### src/ufsr_pkg.sv
// Notes on behaviour
// - A transmitted resume character sets the transmit-resume flag, and a read clears it.
// - A transmitted pause character sets the transmit-pause flag, and a read clears it.
// - A received resume character sets the receive-resume flag, and a read clears it.
// - A received pause character sets the receive-pause flag, and a read clears it.
// - While software flow control is off, the read-only flow status is forced to zero; bits 7:4 read zero.
// - The divisor latches load low 0x01 and high 0x00 at power-up only; the reset pin leaves them alone.
// - Reset clears the low four modem status bits and loads the upper four with the modem input levels.
// - Reset loads irq status with 0x01, line status with 0x60 and scratch with 0xff; the holding registers stay undefined.
// - Reset drives the serial transmit, request-to-send and terminal-ready outputs high.
// - The low four bits of the enhanced feature register select software flow control; all zero means none.
package ufsr_pkg;
	// ----------------------------------------
	// register offsets
	// ----------------------------------------
	localparam logic [4:0] ADDR_DIV_LOW = 5'h00;
	localparam logic [4:0] ADDR_DIV_HIGH = 5'h01;
	localparam logic [4:0] ADDR_DIV_FRAC = 5'h02;
	localparam logic [4:0] ADDR_IRQ_EN = 5'h03;
	localparam logic [4:0] ADDR_FIFO_CTL = 5'h04;
	localparam logic [4:0] ADDR_IRQ_STAT = 5'h05;
	localparam logic [4:0] ADDR_LINE_CTL = 5'h06;
	localparam logic [4:0] ADDR_MODEM_CTL = 5'h07;
	localparam logic [4:0] ADDR_LINE_STAT = 5'h08;
	localparam logic [4:0] ADDR_MODEM_STAT = 5'h09;
	localparam logic [4:0] ADDR_SCRATCH = 5'h0a;
	localparam logic [4:0] ADDR_FEAT_CTL = 5'h0b;
	localparam logic [4:0] ADDR_ENH_FEAT = 5'h0c;
	localparam logic [4:0] ADDR_TX_CNT = 5'h0d;
	localparam logic [4:0] ADDR_TX_TRG = 5'h0e;
	localparam logic [4:0] ADDR_RX_CNT = 5'h0f;
	localparam logic [4:0] ADDR_RX_TRG = 5'h10;
	localparam logic [4:0] ADDR_FLOW_STAT = 5'h11;
	localparam logic [4:0] ADDR_RESUME1 = 5'h12;
	localparam logic [4:0] ADDR_RESUME2 = 5'h13;
	localparam logic [4:0] ADDR_PAUSE1 = 5'h14;
	localparam logic [4:0] ADDR_PAUSE2 = 5'h15;
	localparam logic [4:0] ADDR_HOLDING = 5'h16;
	// ----------------------------------------
	// reset values and fields
	// ----------------------------------------
	localparam logic [7:0] DIV_LOW_POR = 8'h01;
	localparam logic [7:0] DIV_HIGH_POR = 8'h00;
	localparam logic [7:0] ZERO_RST = 8'h00;
	localparam logic [7:0] IRQ_STAT_RST = 8'h01;
	localparam logic [7:0] LINE_STAT_RST = 8'h60;
	localparam logic [7:0] SCRATCH_RST = 8'hff;
	localparam logic [3:0] NIBBLE_ZERO = 4'h0;
	localparam logic [3:0] FLOW_NONE = 4'h0;
	localparam int FS_TX_ON = 3;
	localparam int FS_TX_OFF = 2;
	localparam int FS_RX_ON = 1;
	localparam int FS_RX_OFF = 0;
	localparam int MCR_DTR = 0;
	localparam int MCR_RTS = 1;
	// ----------------------------------------
	// carriers
	// ----------------------------------------
	typedef struct packed {
		logic sel;
		logic rd;
		logic wr;
		logic [4:0] addr;
		logic [7:0] wdata;
	} ufsr_bus_t;
	typedef struct packed {
		logic tx_on;
		logic tx_off;
		logic rx_on;
		logic rx_off;
	} ufsr_flow_evt_t;
	typedef struct packed {
		logic cd;
		logic ri;
		logic dsr;
		logic cts;
	} ufsr_modem_t;
endpackage : ufsr_pkg

### src/ufsr_flow_stat.sv
`timescale 1ns/1ps
module ufsr_flow_stat import ufsr_pkg::*; (
	// clock and reset
	input wire logic ref_clk_in,
	input wire logic srst_in,
	// control
	input wire logic sw_flow_en_in,
	input wire logic rd_clr_in,
	input wire ufsr_flow_evt_t evt_in,
	// status
	output logic [3:0] status_out
);
	logic [3:0] status_reg;
	logic [3:0] status_next;
	wire tx_any = evt_in.tx_on | evt_in.tx_off;
	wire rx_any = evt_in.rx_on | evt_in.rx_off;
	wire [3:0] set_mask = {evt_in.tx_on, evt_in.tx_off, evt_in.rx_on, evt_in.rx_off};
	// a newer character of one direction replaces the older flag of that direction
	wire [3:0] clr_mask = {4{rd_clr_in}} | {tx_any, tx_any, rx_any, rx_any};
	// set wins over the read clear so an event in the read cycle survives
	assign status_next = sw_flow_en_in ? ((status_reg & ~clr_mask) | set_mask) : NIBBLE_ZERO;
	always_ff @(posedge ref_clk_in) begin
		if (srst_in) begin
			status_reg <= NIBBLE_ZERO;
		end else begin
			status_reg <= status_next;
		end
	end
	assign status_out = status_reg;
endmodule : ufsr_flow_stat

### src/ufsr_regs.sv
`timescale 1ns/1ps
module ufsr_regs import ufsr_pkg::*; (
	// clock and resets
	input wire logic ref_clk_in,
	input wire logic srst_in,
	input wire logic por_in,
	// register bus
	input wire ufsr_bus_t bus_in,
	output logic [7:0] rdata_out,
	// channel status from the uart core
	input wire logic [7:0] irq_status_in,
	input wire logic [7:0] line_status_in,
	input wire logic [7:0] rx_data_in,
	input wire logic [7:0] tx_fifo_count_in,
	input wire logic [7:0] rx_fifo_count_in,
	input wire ufsr_flow_evt_t flow_evt_in,
	input wire logic serial_tx_in,
	// modem inputs
	input wire ufsr_modem_t modem_in,
	// serial and modem outputs
	output logic tx_out,
	output logic rts_n_out,
	output logic dtr_n_out,
	// to the uart core
	output logic tx_load_out,
	output logic [7:0] tx_data_out,
	output logic [3:0] flow_mode_out,
	output logic [3:0] flow_status_out
);
	// ----------------------------------------
	// storage
	// ----------------------------------------
	logic [7:0] div_low_reg, div_high_reg, div_frac_reg, irq_enable_reg, fifo_control_reg;
	logic [7:0] irq_status_reg, line_control_reg, modem_control_reg, line_status_reg;
	logic [7:0] modem_status_reg, modem_status_next, scratch_reg, feature_control_reg;
	logic [7:0] enhanced_feature_reg, tx_fifo_count_reg, tx_fifo_trigger_reg;
	logic [7:0] rx_fifo_count_reg, rx_fifo_trigger_reg;
	logic [7:0] resume_char_first_reg, resume_char_second_reg;
	logic [7:0] pause_char_first_reg, pause_char_second_reg;
	logic [7:0] tx_holding_reg, rx_holding_reg, rdata_reg, rdata_next;
	logic [3:0] modem_prev_reg;
	logic tx_reg, rts_n_reg, dtr_n_reg, tx_load_reg;
	// ----------------------------------------
	// decode
	// ----------------------------------------
	wire rst_all = srst_in | por_in;
	wire wr_go = bus_in.sel & bus_in.wr;
	wire rd_go = bus_in.sel & bus_in.rd;
	wire we_div_low = wr_go && bus_in.addr == ADDR_DIV_LOW;
	wire we_div_high = wr_go && bus_in.addr == ADDR_DIV_HIGH;
	wire we_div_frac = wr_go && bus_in.addr == ADDR_DIV_FRAC;
	wire we_irq_en = wr_go && bus_in.addr == ADDR_IRQ_EN;
	wire we_fifo_ctl = wr_go && bus_in.addr == ADDR_FIFO_CTL;
	wire we_line_ctl = wr_go && bus_in.addr == ADDR_LINE_CTL;
	wire we_modem_ctl = wr_go && bus_in.addr == ADDR_MODEM_CTL;
	wire we_scratch = wr_go && bus_in.addr == ADDR_SCRATCH;
	wire we_feat_ctl = wr_go && bus_in.addr == ADDR_FEAT_CTL;
	wire we_enh_feat = wr_go && bus_in.addr == ADDR_ENH_FEAT;
	wire we_tx_trg = wr_go && bus_in.addr == ADDR_TX_TRG;
	wire we_rx_trg = wr_go && bus_in.addr == ADDR_RX_TRG;
	wire we_resume1 = wr_go && bus_in.addr == ADDR_RESUME1;
	wire we_resume2 = wr_go && bus_in.addr == ADDR_RESUME2;
	wire we_pause1 = wr_go && bus_in.addr == ADDR_PAUSE1;
	wire we_pause2 = wr_go && bus_in.addr == ADDR_PAUSE2;
	wire we_holding = wr_go && bus_in.addr == ADDR_HOLDING;
	wire rd_flow_stat = rd_go && bus_in.addr == ADDR_FLOW_STAT;
	wire rd_modem_stat = rd_go && bus_in.addr == ADDR_MODEM_STAT;
	wire sw_flow_en = enhanced_feature_reg[3:0] != FLOW_NONE;
	wire [3:0] modem_lvl = modem_in;
	// delta bits: a change sets, a read clears, set wins
	wire [3:0] modem_delta = modem_lvl ^ modem_prev_reg;
	wire [3:0] delta_keep = rd_modem_stat ? NIBBLE_ZERO : modem_status_reg[3:0];
	assign modem_status_next = {modem_lvl, delta_keep | modem_delta};
	// ----------------------------------------
	// flow character status
	// ----------------------------------------
	ufsr_flow_stat u_flow_stat (
		.ref_clk_in(ref_clk_in),
		.srst_in(rst_all),
		.sw_flow_en_in(sw_flow_en),
		.rd_clr_in(rd_flow_stat),
		.evt_in(flow_evt_in),
		.status_out(flow_status_out)
	);
	// ----------------------------------------
	// read select
	// ----------------------------------------
	always_comb begin
		unique case (bus_in.addr)
			ADDR_DIV_LOW: rdata_next = div_low_reg;
			ADDR_DIV_HIGH: rdata_next = div_high_reg;
			ADDR_DIV_FRAC: rdata_next = div_frac_reg;
			ADDR_IRQ_EN: rdata_next = irq_enable_reg;
			ADDR_FIFO_CTL: rdata_next = fifo_control_reg;
			ADDR_IRQ_STAT: rdata_next = irq_status_reg;
			ADDR_LINE_CTL: rdata_next = line_control_reg;
			ADDR_MODEM_CTL: rdata_next = modem_control_reg;
			ADDR_LINE_STAT: rdata_next = line_status_reg;
			ADDR_MODEM_STAT: rdata_next = modem_status_reg;
			ADDR_SCRATCH: rdata_next = scratch_reg;
			ADDR_FEAT_CTL: rdata_next = feature_control_reg;
			ADDR_ENH_FEAT: rdata_next = enhanced_feature_reg;
			ADDR_TX_CNT: rdata_next = tx_fifo_count_reg;
			ADDR_TX_TRG: rdata_next = tx_fifo_trigger_reg;
			ADDR_RX_CNT: rdata_next = rx_fifo_count_reg;
			ADDR_RX_TRG: rdata_next = rx_fifo_trigger_reg;
			ADDR_FLOW_STAT: rdata_next = {NIBBLE_ZERO, flow_status_out};
			ADDR_RESUME1: rdata_next = resume_char_first_reg;
			ADDR_RESUME2: rdata_next = resume_char_second_reg;
			ADDR_PAUSE1: rdata_next = pause_char_first_reg;
			ADDR_PAUSE2: rdata_next = pause_char_second_reg;
			ADDR_HOLDING: rdata_next = rx_holding_reg;
			default: rdata_next = ZERO_RST;
		endcase
	end
	// ----------------------------------------
	// divisor latches: power-up only
	// ----------------------------------------
	always_ff @(posedge ref_clk_in) begin
		if (por_in) begin
			div_low_reg <= DIV_LOW_POR;
			div_high_reg <= DIV_HIGH_POR;
		end else begin
			if (we_div_low) div_low_reg <= bus_in.wdata;
			if (we_div_high) div_high_reg <= bus_in.wdata;
		end
	end
	// ----------------------------------------
	// holding registers: never reset, undefined until used
	// ----------------------------------------
	always_ff @(posedge ref_clk_in) begin
		if (we_holding) tx_holding_reg <= bus_in.wdata;
		rx_holding_reg <= rx_data_in;
	end
	// ----------------------------------------
	// control registers
	// ----------------------------------------
	always_ff @(posedge ref_clk_in) begin
		if (rst_all) begin
			{div_frac_reg, irq_enable_reg, fifo_control_reg, line_control_reg} <= {4{ZERO_RST}};
			{modem_control_reg, feature_control_reg, enhanced_feature_reg} <= {3{ZERO_RST}};
			{tx_fifo_trigger_reg, rx_fifo_trigger_reg} <= {2{ZERO_RST}};
			{resume_char_first_reg, resume_char_second_reg} <= {2{ZERO_RST}};
			{pause_char_first_reg, pause_char_second_reg} <= {2{ZERO_RST}};
			scratch_reg <= SCRATCH_RST;
		end else begin
			if (we_div_frac) div_frac_reg <= bus_in.wdata;
			if (we_irq_en) irq_enable_reg <= bus_in.wdata;
			if (we_fifo_ctl) fifo_control_reg <= bus_in.wdata;
			if (we_line_ctl) line_control_reg <= bus_in.wdata;
			if (we_modem_ctl) modem_control_reg <= bus_in.wdata;
			if (we_feat_ctl) feature_control_reg <= bus_in.wdata;
			if (we_enh_feat) enhanced_feature_reg <= bus_in.wdata;
			if (we_tx_trg) tx_fifo_trigger_reg <= bus_in.wdata;
			if (we_rx_trg) rx_fifo_trigger_reg <= bus_in.wdata;
			if (we_resume1) resume_char_first_reg <= bus_in.wdata;
			if (we_resume2) resume_char_second_reg <= bus_in.wdata;
			if (we_pause1) pause_char_first_reg <= bus_in.wdata;
			if (we_pause2) pause_char_second_reg <= bus_in.wdata;
			if (we_scratch) scratch_reg <= bus_in.wdata;
		end
	end
	// ----------------------------------------
	// status registers and outputs
	// ----------------------------------------
	always_ff @(posedge ref_clk_in) begin
		if (rst_all) begin
			irq_status_reg <= IRQ_STAT_RST;
			line_status_reg <= LINE_STAT_RST;
			{tx_fifo_count_reg, rx_fifo_count_reg} <= {2{ZERO_RST}};
			modem_status_reg <= {modem_lvl, NIBBLE_ZERO};
			modem_prev_reg <= modem_lvl;
			{tx_reg, rts_n_reg, dtr_n_reg} <= 3'h7;
			tx_load_reg <= 1'b0;
			rdata_reg <= ZERO_RST;
		end else begin
			irq_status_reg <= irq_status_in;
			line_status_reg <= line_status_in;
			tx_fifo_count_reg <= tx_fifo_count_in;
			rx_fifo_count_reg <= rx_fifo_count_in;
			modem_status_reg <= modem_status_next;
			modem_prev_reg <= modem_lvl;
			tx_reg <= serial_tx_in;
			rts_n_reg <= ~modem_control_reg[MCR_RTS];
			dtr_n_reg <= ~modem_control_reg[MCR_DTR];
			tx_load_reg <= we_holding;
			rdata_reg <= rd_go ? rdata_next : ZERO_RST;
		end
	end
	assign rdata_out = rdata_reg;
	assign tx_out = tx_reg;
	assign rts_n_out = rts_n_reg;
	assign dtr_n_out = dtr_n_reg;
	assign tx_load_out = tx_load_reg;
	assign tx_data_out = tx_holding_reg;
	assign flow_mode_out = enhanced_feature_reg[3:0];
endmodule : ufsr_regs

### config.mk
export PLATFORM = sky130hd
export DESIGN_NAME = ufsr_regs
export DESIGN_NICKNAME = d
export VERILOG_FILES = /design/src/ufsr_pkg.sv /design/src/ufsr_flow_stat.sv /design/src/ufsr_regs.sv
export SDC_FILE = /design/constraint.sdc
export NUM_CORES = 1
export LEC_CHECK = 0
export BUFFER_PORTS_ARGS = -buffer_cell sky130_fd_sc_hd__buf_4
export CORE_ASPECT_RATIO = 0.75
export CORE_MARGIN = 8
export CORE_UTILIZATION = 58
export DETAILED_ROUTE_END_ITERATION = 12
export PLACE_DENSITY = 0.84
export SYNTH_ARGS = -nofsm -noshare
export SYNTH_HDL_FRONTEND = slang
export SYNTH_SLANG_ARGS = --single-unit
### constraint.sdc
create_clock -name ref_clk_in -period 2.1 [get_ports ref_clk_in]
set_input_delay 0.42 -clock ref_clk_in [delete_from_list [all_inputs] [get_ports ref_clk_in]]
set_output_delay 0.42 -clock ref_clk_in [all_outputs]
set_load 0.02 [all_outputs]
# Word level (Yosys, flattened, before mapping)
# Cells that the tools add are included.
totals:
  ff_bits: 204
  input_bits: 68
  word_cells: 93
classes:
  n_eq_ne: 22
  n_mux: 2
  n_bitwise: 15
  n_reduce_logical: 23
op_table:
  columns: ["cell", "n"]
  rows:
  - ["$pmux 8 s23", 1]
  - ["$eq 5x4->1 const B", 8]
  - ["$eq 5x5->1 const B", 7]
  - ["$eq 5x3->1 const B", 4]
  - ["$logic_and 1x1->1", 19]
  - ["$or 4x4->4", 3]
  - ["$eq 5x2->1 const B", 2]
  - ["$eq 5x1->1 const B", 1]
  - ["$logic_not 5->1", 1]
  - ["$and 4x4->4", 1]
  - ["$mux 4", 1]
  - ["$not 1->1", 4]
  - ["$not 4->4", 1]
  - ["$reduce_bool 4->1", 1]
  - ["$reduce_or 2->1", 2]
  - ["$xor 4x4->4", 1]
  - ["$or 1x1->1", 3]
  - ["$and 1x1->1", 2]

# Depth between registers and ports, before layout
# Gate-level depths: netlist of the first run.
depth:
  word_depth: 6
  mapped_depth: 8
  depth_no_buf: 5

# By module
# From an unflattened synthesis of the first run, not the netlist that was laid out.
unflattened:
  hier_cells: 953
  area_unflattened_um2: 8498.2
by_module_without_submodules:
  columns: ["mod", "n_inst", "cells_per_inst", "area_each_um2"]
  rows:
  - ["ufsr_regs", 1, 936, 8341.8]
  - ["ufsr_flow_stat", 1, 17, 156.4]

# Least setup slack after synthesis of the first run
# OpenSTA, ideal clock, no wires.
synth_path:
  kind: "input port to flip-flop"
  start: "in bus_in[12] (netlist name)"
  end: "reg rdata_reg[4] (netlist: rdata_out[4])"
  setup_time_ps: 134
  arrival_time_ps: 1787
  setup_slack_ps: 179
  stages: 7
  path_cell_list: "buf_4 -> and3b_1 -> buf_6 -> and3_1 -> a2111o_1 -> a2111oi_2 -> a31oi_1"
synth_between:
  elab_chain_len: 2
  elab_cells_between_ends: 24
  cone_classes: "eq/ne: 22; mux: 1; reduce/logical: 1"
synth_rtl:
  columns: ["element", "line", "rtl"]
  rows:
  - ["from (decl)", "ufsr_regs.sv:8", "input wire ufsr_bus_t bus_in,"]
  - ["$eq 5x5->1, or another cell as far along", "ufsr_regs.sv:89", "unique case (bus_in.addr)"]
  - ["$pmux 8 s23 (*)", "ufsr_regs.sv:89", null]
  - ["to (signal assigned)", "ufsr_regs.sv:187", "rdata_reg <= rd_go ? rdata_next : ZERO_RST;"]
  - ["to (decl)", "ufsr_regs.sv:40", "logic [7:0] tx_holding_reg, rx_holding_reg, rdata_reg, rdata_next;"]
# Every way passes the cells marked *; elsewhere a longest branch is shown, timed or not.
# A chain may end at the register's enable or synchronous reset.

# Worst setup path in the final report of the first run
layout_path:
  start: "in bus_in[11] (netlist name)"
  end: "reg rdata_reg[6] (netlist: rdata_out[6])"
# Same word-level chain as after synthesis.

==> results of run 1 <==
## final cells by class
type,instances,area share (%)
inverters,3,0.107
clock inverters,15,1.70
well taps,200,2.38
multi-input cells,644,37.7
clock buffers,17,4.05
repair buffers,191,15.2
flip-flops and latches,200,38.9
## per-layer routing
metal | track usage, % | wire length (µm)
met5 | 0 | 0
met4 | 11.4 | 743
met3 | 8.91 | 3810
met2 | 48.3 | 13200
met1 | 42.9 | 12100
## worst max-delay path, stage by stage
cell and delay [ns]:
buf_4 0.18, buf_12 0.15, nor2_1 0.41, nand2_1 0.24, buf_12 0.21, nor2_1 0.16, a311oi_1 0.11, a41oi_1 0.33
## power breakdown
group	switching, mW	leakage (nW)	internal, mW
Sequential	0.0265	1.63	3.86
Combinational	0.387	2.00	0.264
Clock	1.57	0.298	1.81
Total	1.99	3.92	5.94
## kinds of logic after synthesis
group                     Yosys count
and+or+nand+nor                   360
buffers and inverters              84
muxes                              85
AOI/OAI and AO/OA                 195
DFF                               200
xor gates and xnor gates            4
## stage by stage
step	power [mW]	instances
floorplan	4.27	928
global placement	4.60	1238
detailed placement	4.60	1238
CTS	7.92	1270
global route	8.14	1270
finish	7.92	1270
## final timing paths
kind,endpoint,depth (start not counted),from
worst max-delay path,rdata_out[6],8,bus_in[11]
worst min-delay path,rx_holding_reg[5],1,rx_data_in[5]
worst max register to register,rdata_out[5],5,div_frac_reg[5]
worst min register to register,rts_n_out,1,modem_control_reg[1]
## synthesized netlist by cell type (all sizes together) (5+ instances only)
cell type and number:
a32o 8, a31oi 7, nor2b 10, mux2 13
and2 31, a221oi 5, a22o 6, a21oi 74
nand2 103, o21ai 39, nand3 55, and3 9
nor3b 9, or3 8, nor2 98, edfxtp 8
clkbuf 48, a22oi 16, a211oi 5, dfxtp 192
buf 33, nor3 11, mux2i 71
==> run summary, run 1 <==
Status: completed
Setup slack after layout: 0.203 ns
Core Util, Final: 73.1%
Area leader, netlist: dfxtp_1
Post-synthesis sequential area ratio: 48.4%
Most common cell after layout, fill and taps aside: dfxtp_1
Synth top area share: 45.6%
LEAKAGE: 3.92 nW
Die Y: 120 µm
Power per Cell Area: 754 nW/µm²
Final setup viols: 0
Slew margin rel.: 49.0%
DR vias: 7891
Fillers: 1088
Layout area overhead: 24.5%
CTS tree: built
Min Tclk post-route: 1.90 ns
Cts bufs inserted: 17
Post-Syn Instances: 928
Final Cell Area: 10500 µm²
TNS Setup: 0 ns
Post-synthesis simple-gate area fraction: 21.1%
Min-delay worst type: in2reg
Synth Warn #: 0
Reg2reg setup slack: 0.34 ns
Yosys cell types: 68
Post-layout nets: 1125
Post-Synth Adder-Cell Area: 0%
Die X: 155 µm
PortBufs: 95
Share of layout cells above drive strength 1: 23.9%
Placement Setup Slack: -0.0468 ns
Largest net degree at the start of global routing: 84
Largest cells by area after synthesis: dfxtp_1, mux2i_1, nand2_1, a21oi_1, nor2_1
Post-CTS setup buffer count: 0
Antenna diode count: 0
Mapped Nets: 996
Starting DRT DRC Count: 1201
RSZ-0062 raised after global routing: false
Clock skew: 0.00635 ns
Drt via density: 6.21
Post-synthesis compound-gate area fraction: 14.9%
Post-Syn Area: 8430 µm²
DRT antenna net count: 0
Xor/xnor cell area share of the yosys netlist: 0.415%
Global-route usage over all layers: 31.8%
Syn avg cell area: 9.09 µm²
EDFF count, synth: 8
Htree depth: 4
Fmax: 527 MHz
Commonest cells after routing, fill and taps aside: dfxtp_1, buf_4, nand2_1, nor2_1, a21oi_1
GP Congestion: 1.06
Register area: 4080 µm²
Total grt overflow: 0
Mux cell area share after synthesis: 10.4%
Initial Utilization: 58.7%
Clock transition at the registers of the reported paths: 0.07 ns
Critical path fanouts, max: 18
DRC: 0
Critical Path Source Type: input pin
Drt pass-1 iters: 6
Root Buffer: clkbuf_16
First-pass GRT wire length: 44700 µm
Final Hold Viols: 0
Antenna violations before repair: 0
Final max-slew violation count: 0
Number of max-cap violations: 0
WL final: 29800 µm
Worst VDD drop: 736 µV
Top FF cell, synth: dfxtp_1
Bufs on Longest Clock Path: 2
Clock latency on the worst-skew pair: 0.44 ns
CTS Hold Bufs: 0
Critical path type: in2reg
Post-route clock period utilization: 90.3%
DP HPWL: 21300 µm
Cell Area, Placed: 9900 µm²
Die footprint: 18700 µm²
Multi-input logic area: 3960 µm²
CP Data Arrival Time: 2.23 ns
Post-synthesis register bit count: 200
Vias in the first global route: 7426
# rows: 38
WL per Instance: 23.5 µm
Post-synth ARST share: 0%
Largest family of logic cells by synthesized area: simple AND/OR/NAND/NOR gates
Worst-Margin Slew: 0.754 ns
CTS Sinks: 200
Crit. End Element: register
Gates resized, CTS repair: 0
Core Footprint: 14400 µm²
Number of top-level pins: 96
Hold slack: 0.0800 ns
Worst EP required: 2.43 ns
Power figures use the tool's default switching activity.
==> run 2, diff against run 1 <==
Settings changed: CORE_UTILIZATION 58 to 63, PLACE_DENSITY 0.84 to 0.9.
Clock period 2.1 ns to 2.4 ns, I/O delays scaled along.
==> run summary, run 2 (synthesis results as in run 1) <==
Non-filler cells in the finished layout: 1217
Share of layout cells above drive strength 1: 22.1%
Status: completed
Multi-input logic area: 3960 µm²
Worst VDD drop: 604 µV
Slew margin rel.: 50.5%
Cts bufs inserted: 17
Number of max-cap violations: 0
Post-CTS setup buffer count: 0
Met1 Track Usage GR: 45.9%
Hold slack: 0.135 ns
Antenna violations before repair: 2
Bufs on Longest Clock Path: 2
Worst R2R Start: pause_char_first_reg[2]
Clock transition at the registers of the reported paths: 0.08 ns
WL per Instance: 26.1 µm
Register area: 4080 µm²
Hold Path End: rx_holding_reg[0]
LEAKAGE: 3.75 nW
CP Data Arrival Time: 2.22 ns
Die footprint: 17400 µm²
DP HPWL: 22200 µm
DRT antenna net count: 0
Total grt overflow: 0
Worst EP required: 2.70 ns
Cell count of the worst hold path: 1
Core Footprint: 13000 µm²
Root Buffer: clkbuf_16
Tot Pwr: 6.85 mW
Gates resized, CTS repair: 0
TNS Setup: 0 ns
Antenna diode count: 0
Die Y: 116 µm
Die X: 150 µm
Power per Cell Area: 674 nW/µm²
Critical path type: in2reg
RSZ-0062 raised after global routing: false
Min Tclk post-route: 1.93 ns
CTS Sinks: 200
First-pass GRT wire length: 46700 µm
Starting DRT DRC Count: 1127
Critical R2R Capture: rdata_out[2]
Worst-Margin Slew: 0.740 ns
WL final: 31700 µm
Critical path fanouts, max: 33
Reg2reg setup slack: 0.57 ns
Post-route clock period utilization: 80.4%
Fmax: 519 MHz
Post-layout nets: 1101
Number of top-level pins: 96
Fillers: 831
Htree depth: 4
Met3 Usage GRT: 12.2%
Clock skew: 0.00929 ns
Placed instance count: 1185
PortBufs: 95
Min-delay src: rx_data_in[0]
GRT busiest layer: met2
# rows: 36
Initial Utilization: 64.8%
Min-delay worst type: in2reg
Commonest cells after routing, fill and taps aside: dfxtp_1, buf_4, nand2_1, nor2_1, a21oi_1
Global-route usage over all layers: 36.4%
Met2 Usage GRT: 53.1%
Worst reg-to-reg path cell count: 5
Final max-slew violation count: 0
Core Util, Final: 78.1%
DRC: 0
CTS tree: built
Clock latency on the worst-skew pair: 0.45 ns
Drt via density: 6.60
Largest net degree at the start of global routing: 62
Most common cell after layout, fill and taps aside: dfxtp_1
Crit. End Element: register
Drt pass-1 iters: 6
Critical Path Source Type: input pin
GP Congestion: 1.02
Vias in the first global route: 7788
Final setup viols: 0
Final Hold Viols: 0
Layout area overhead: 20.5%
CTS Hold Bufs: 0
DR vias: 8027
[run 2: where the power goes]
group	internal [mW]	total [mW]	switching [mW]	leakage, nW
Clock	1.48	2.90	1.42	0.284
Combinational	0.200	0.544	0.344	1.84
Sequential	3.38	3.40	0.0247	1.63
Total	5.06	6.85	1.79	3.75
[run 2: layer usage]
layer / vias up / share of wire (%)
met5: - / 0.063
li1: 3481 / -
met2: 635 / 43
met1: 3760 / 38
met4: 4 / 5.4
met3: 147 / 14
[run 2: metrics by stage]
step	instance area, µm²	worst slack (ns)
2_1_floorplan	8430	0.419
3_3_place_gp	9570	0.0828
3_5_place_dp	9570	0.0758
4_1_cts	10200	0.539
5_1_grt	10200	0.446
6_report	10200	0.472
[run 2: worst max path at each step]
| stage | slack (ns) | depth (start not counted) | from | endpoint |
|---|---|---|---|---|
| floorplan | 0.42 | 7 | bus_in[12] | rdata_out[4] |
| detailed placement | 0.08 | 8 | bus_in[9] | div_frac_reg[4] |
| finish | 0.47 | 6 | bus_in[11] | rdata_out[7] |
| global route | 0.45 | 8 | bus_in[10] | rdata_out[5] |
| CTS | 0.54 | 6 | bus_in[10] | rdata_out[2] |
| global placement | 0.08 | 6 | bus_in[10] | rdata_out[7] |
[run 2: layout make-up]
class | count | share of cell area, %
Clock buffer | 18 | 4.22
Clock inverter | 14 | 1.60
Inverter | 3 | 0.111
Multi-Input combinational cell | 644 | 38.9
Sequential cell | 200 | 40.2
Tap cell | 171 | 2.11
Timing Repair Buffer | 167 | 12.8
[run 2: critical path: stages]
cell and delay, ns:
buf_4 0.33, nor2_1 0.27, and3_1 0.29, a31o_2 0.29, nor4_1 0.37, a31oi_1 0.18
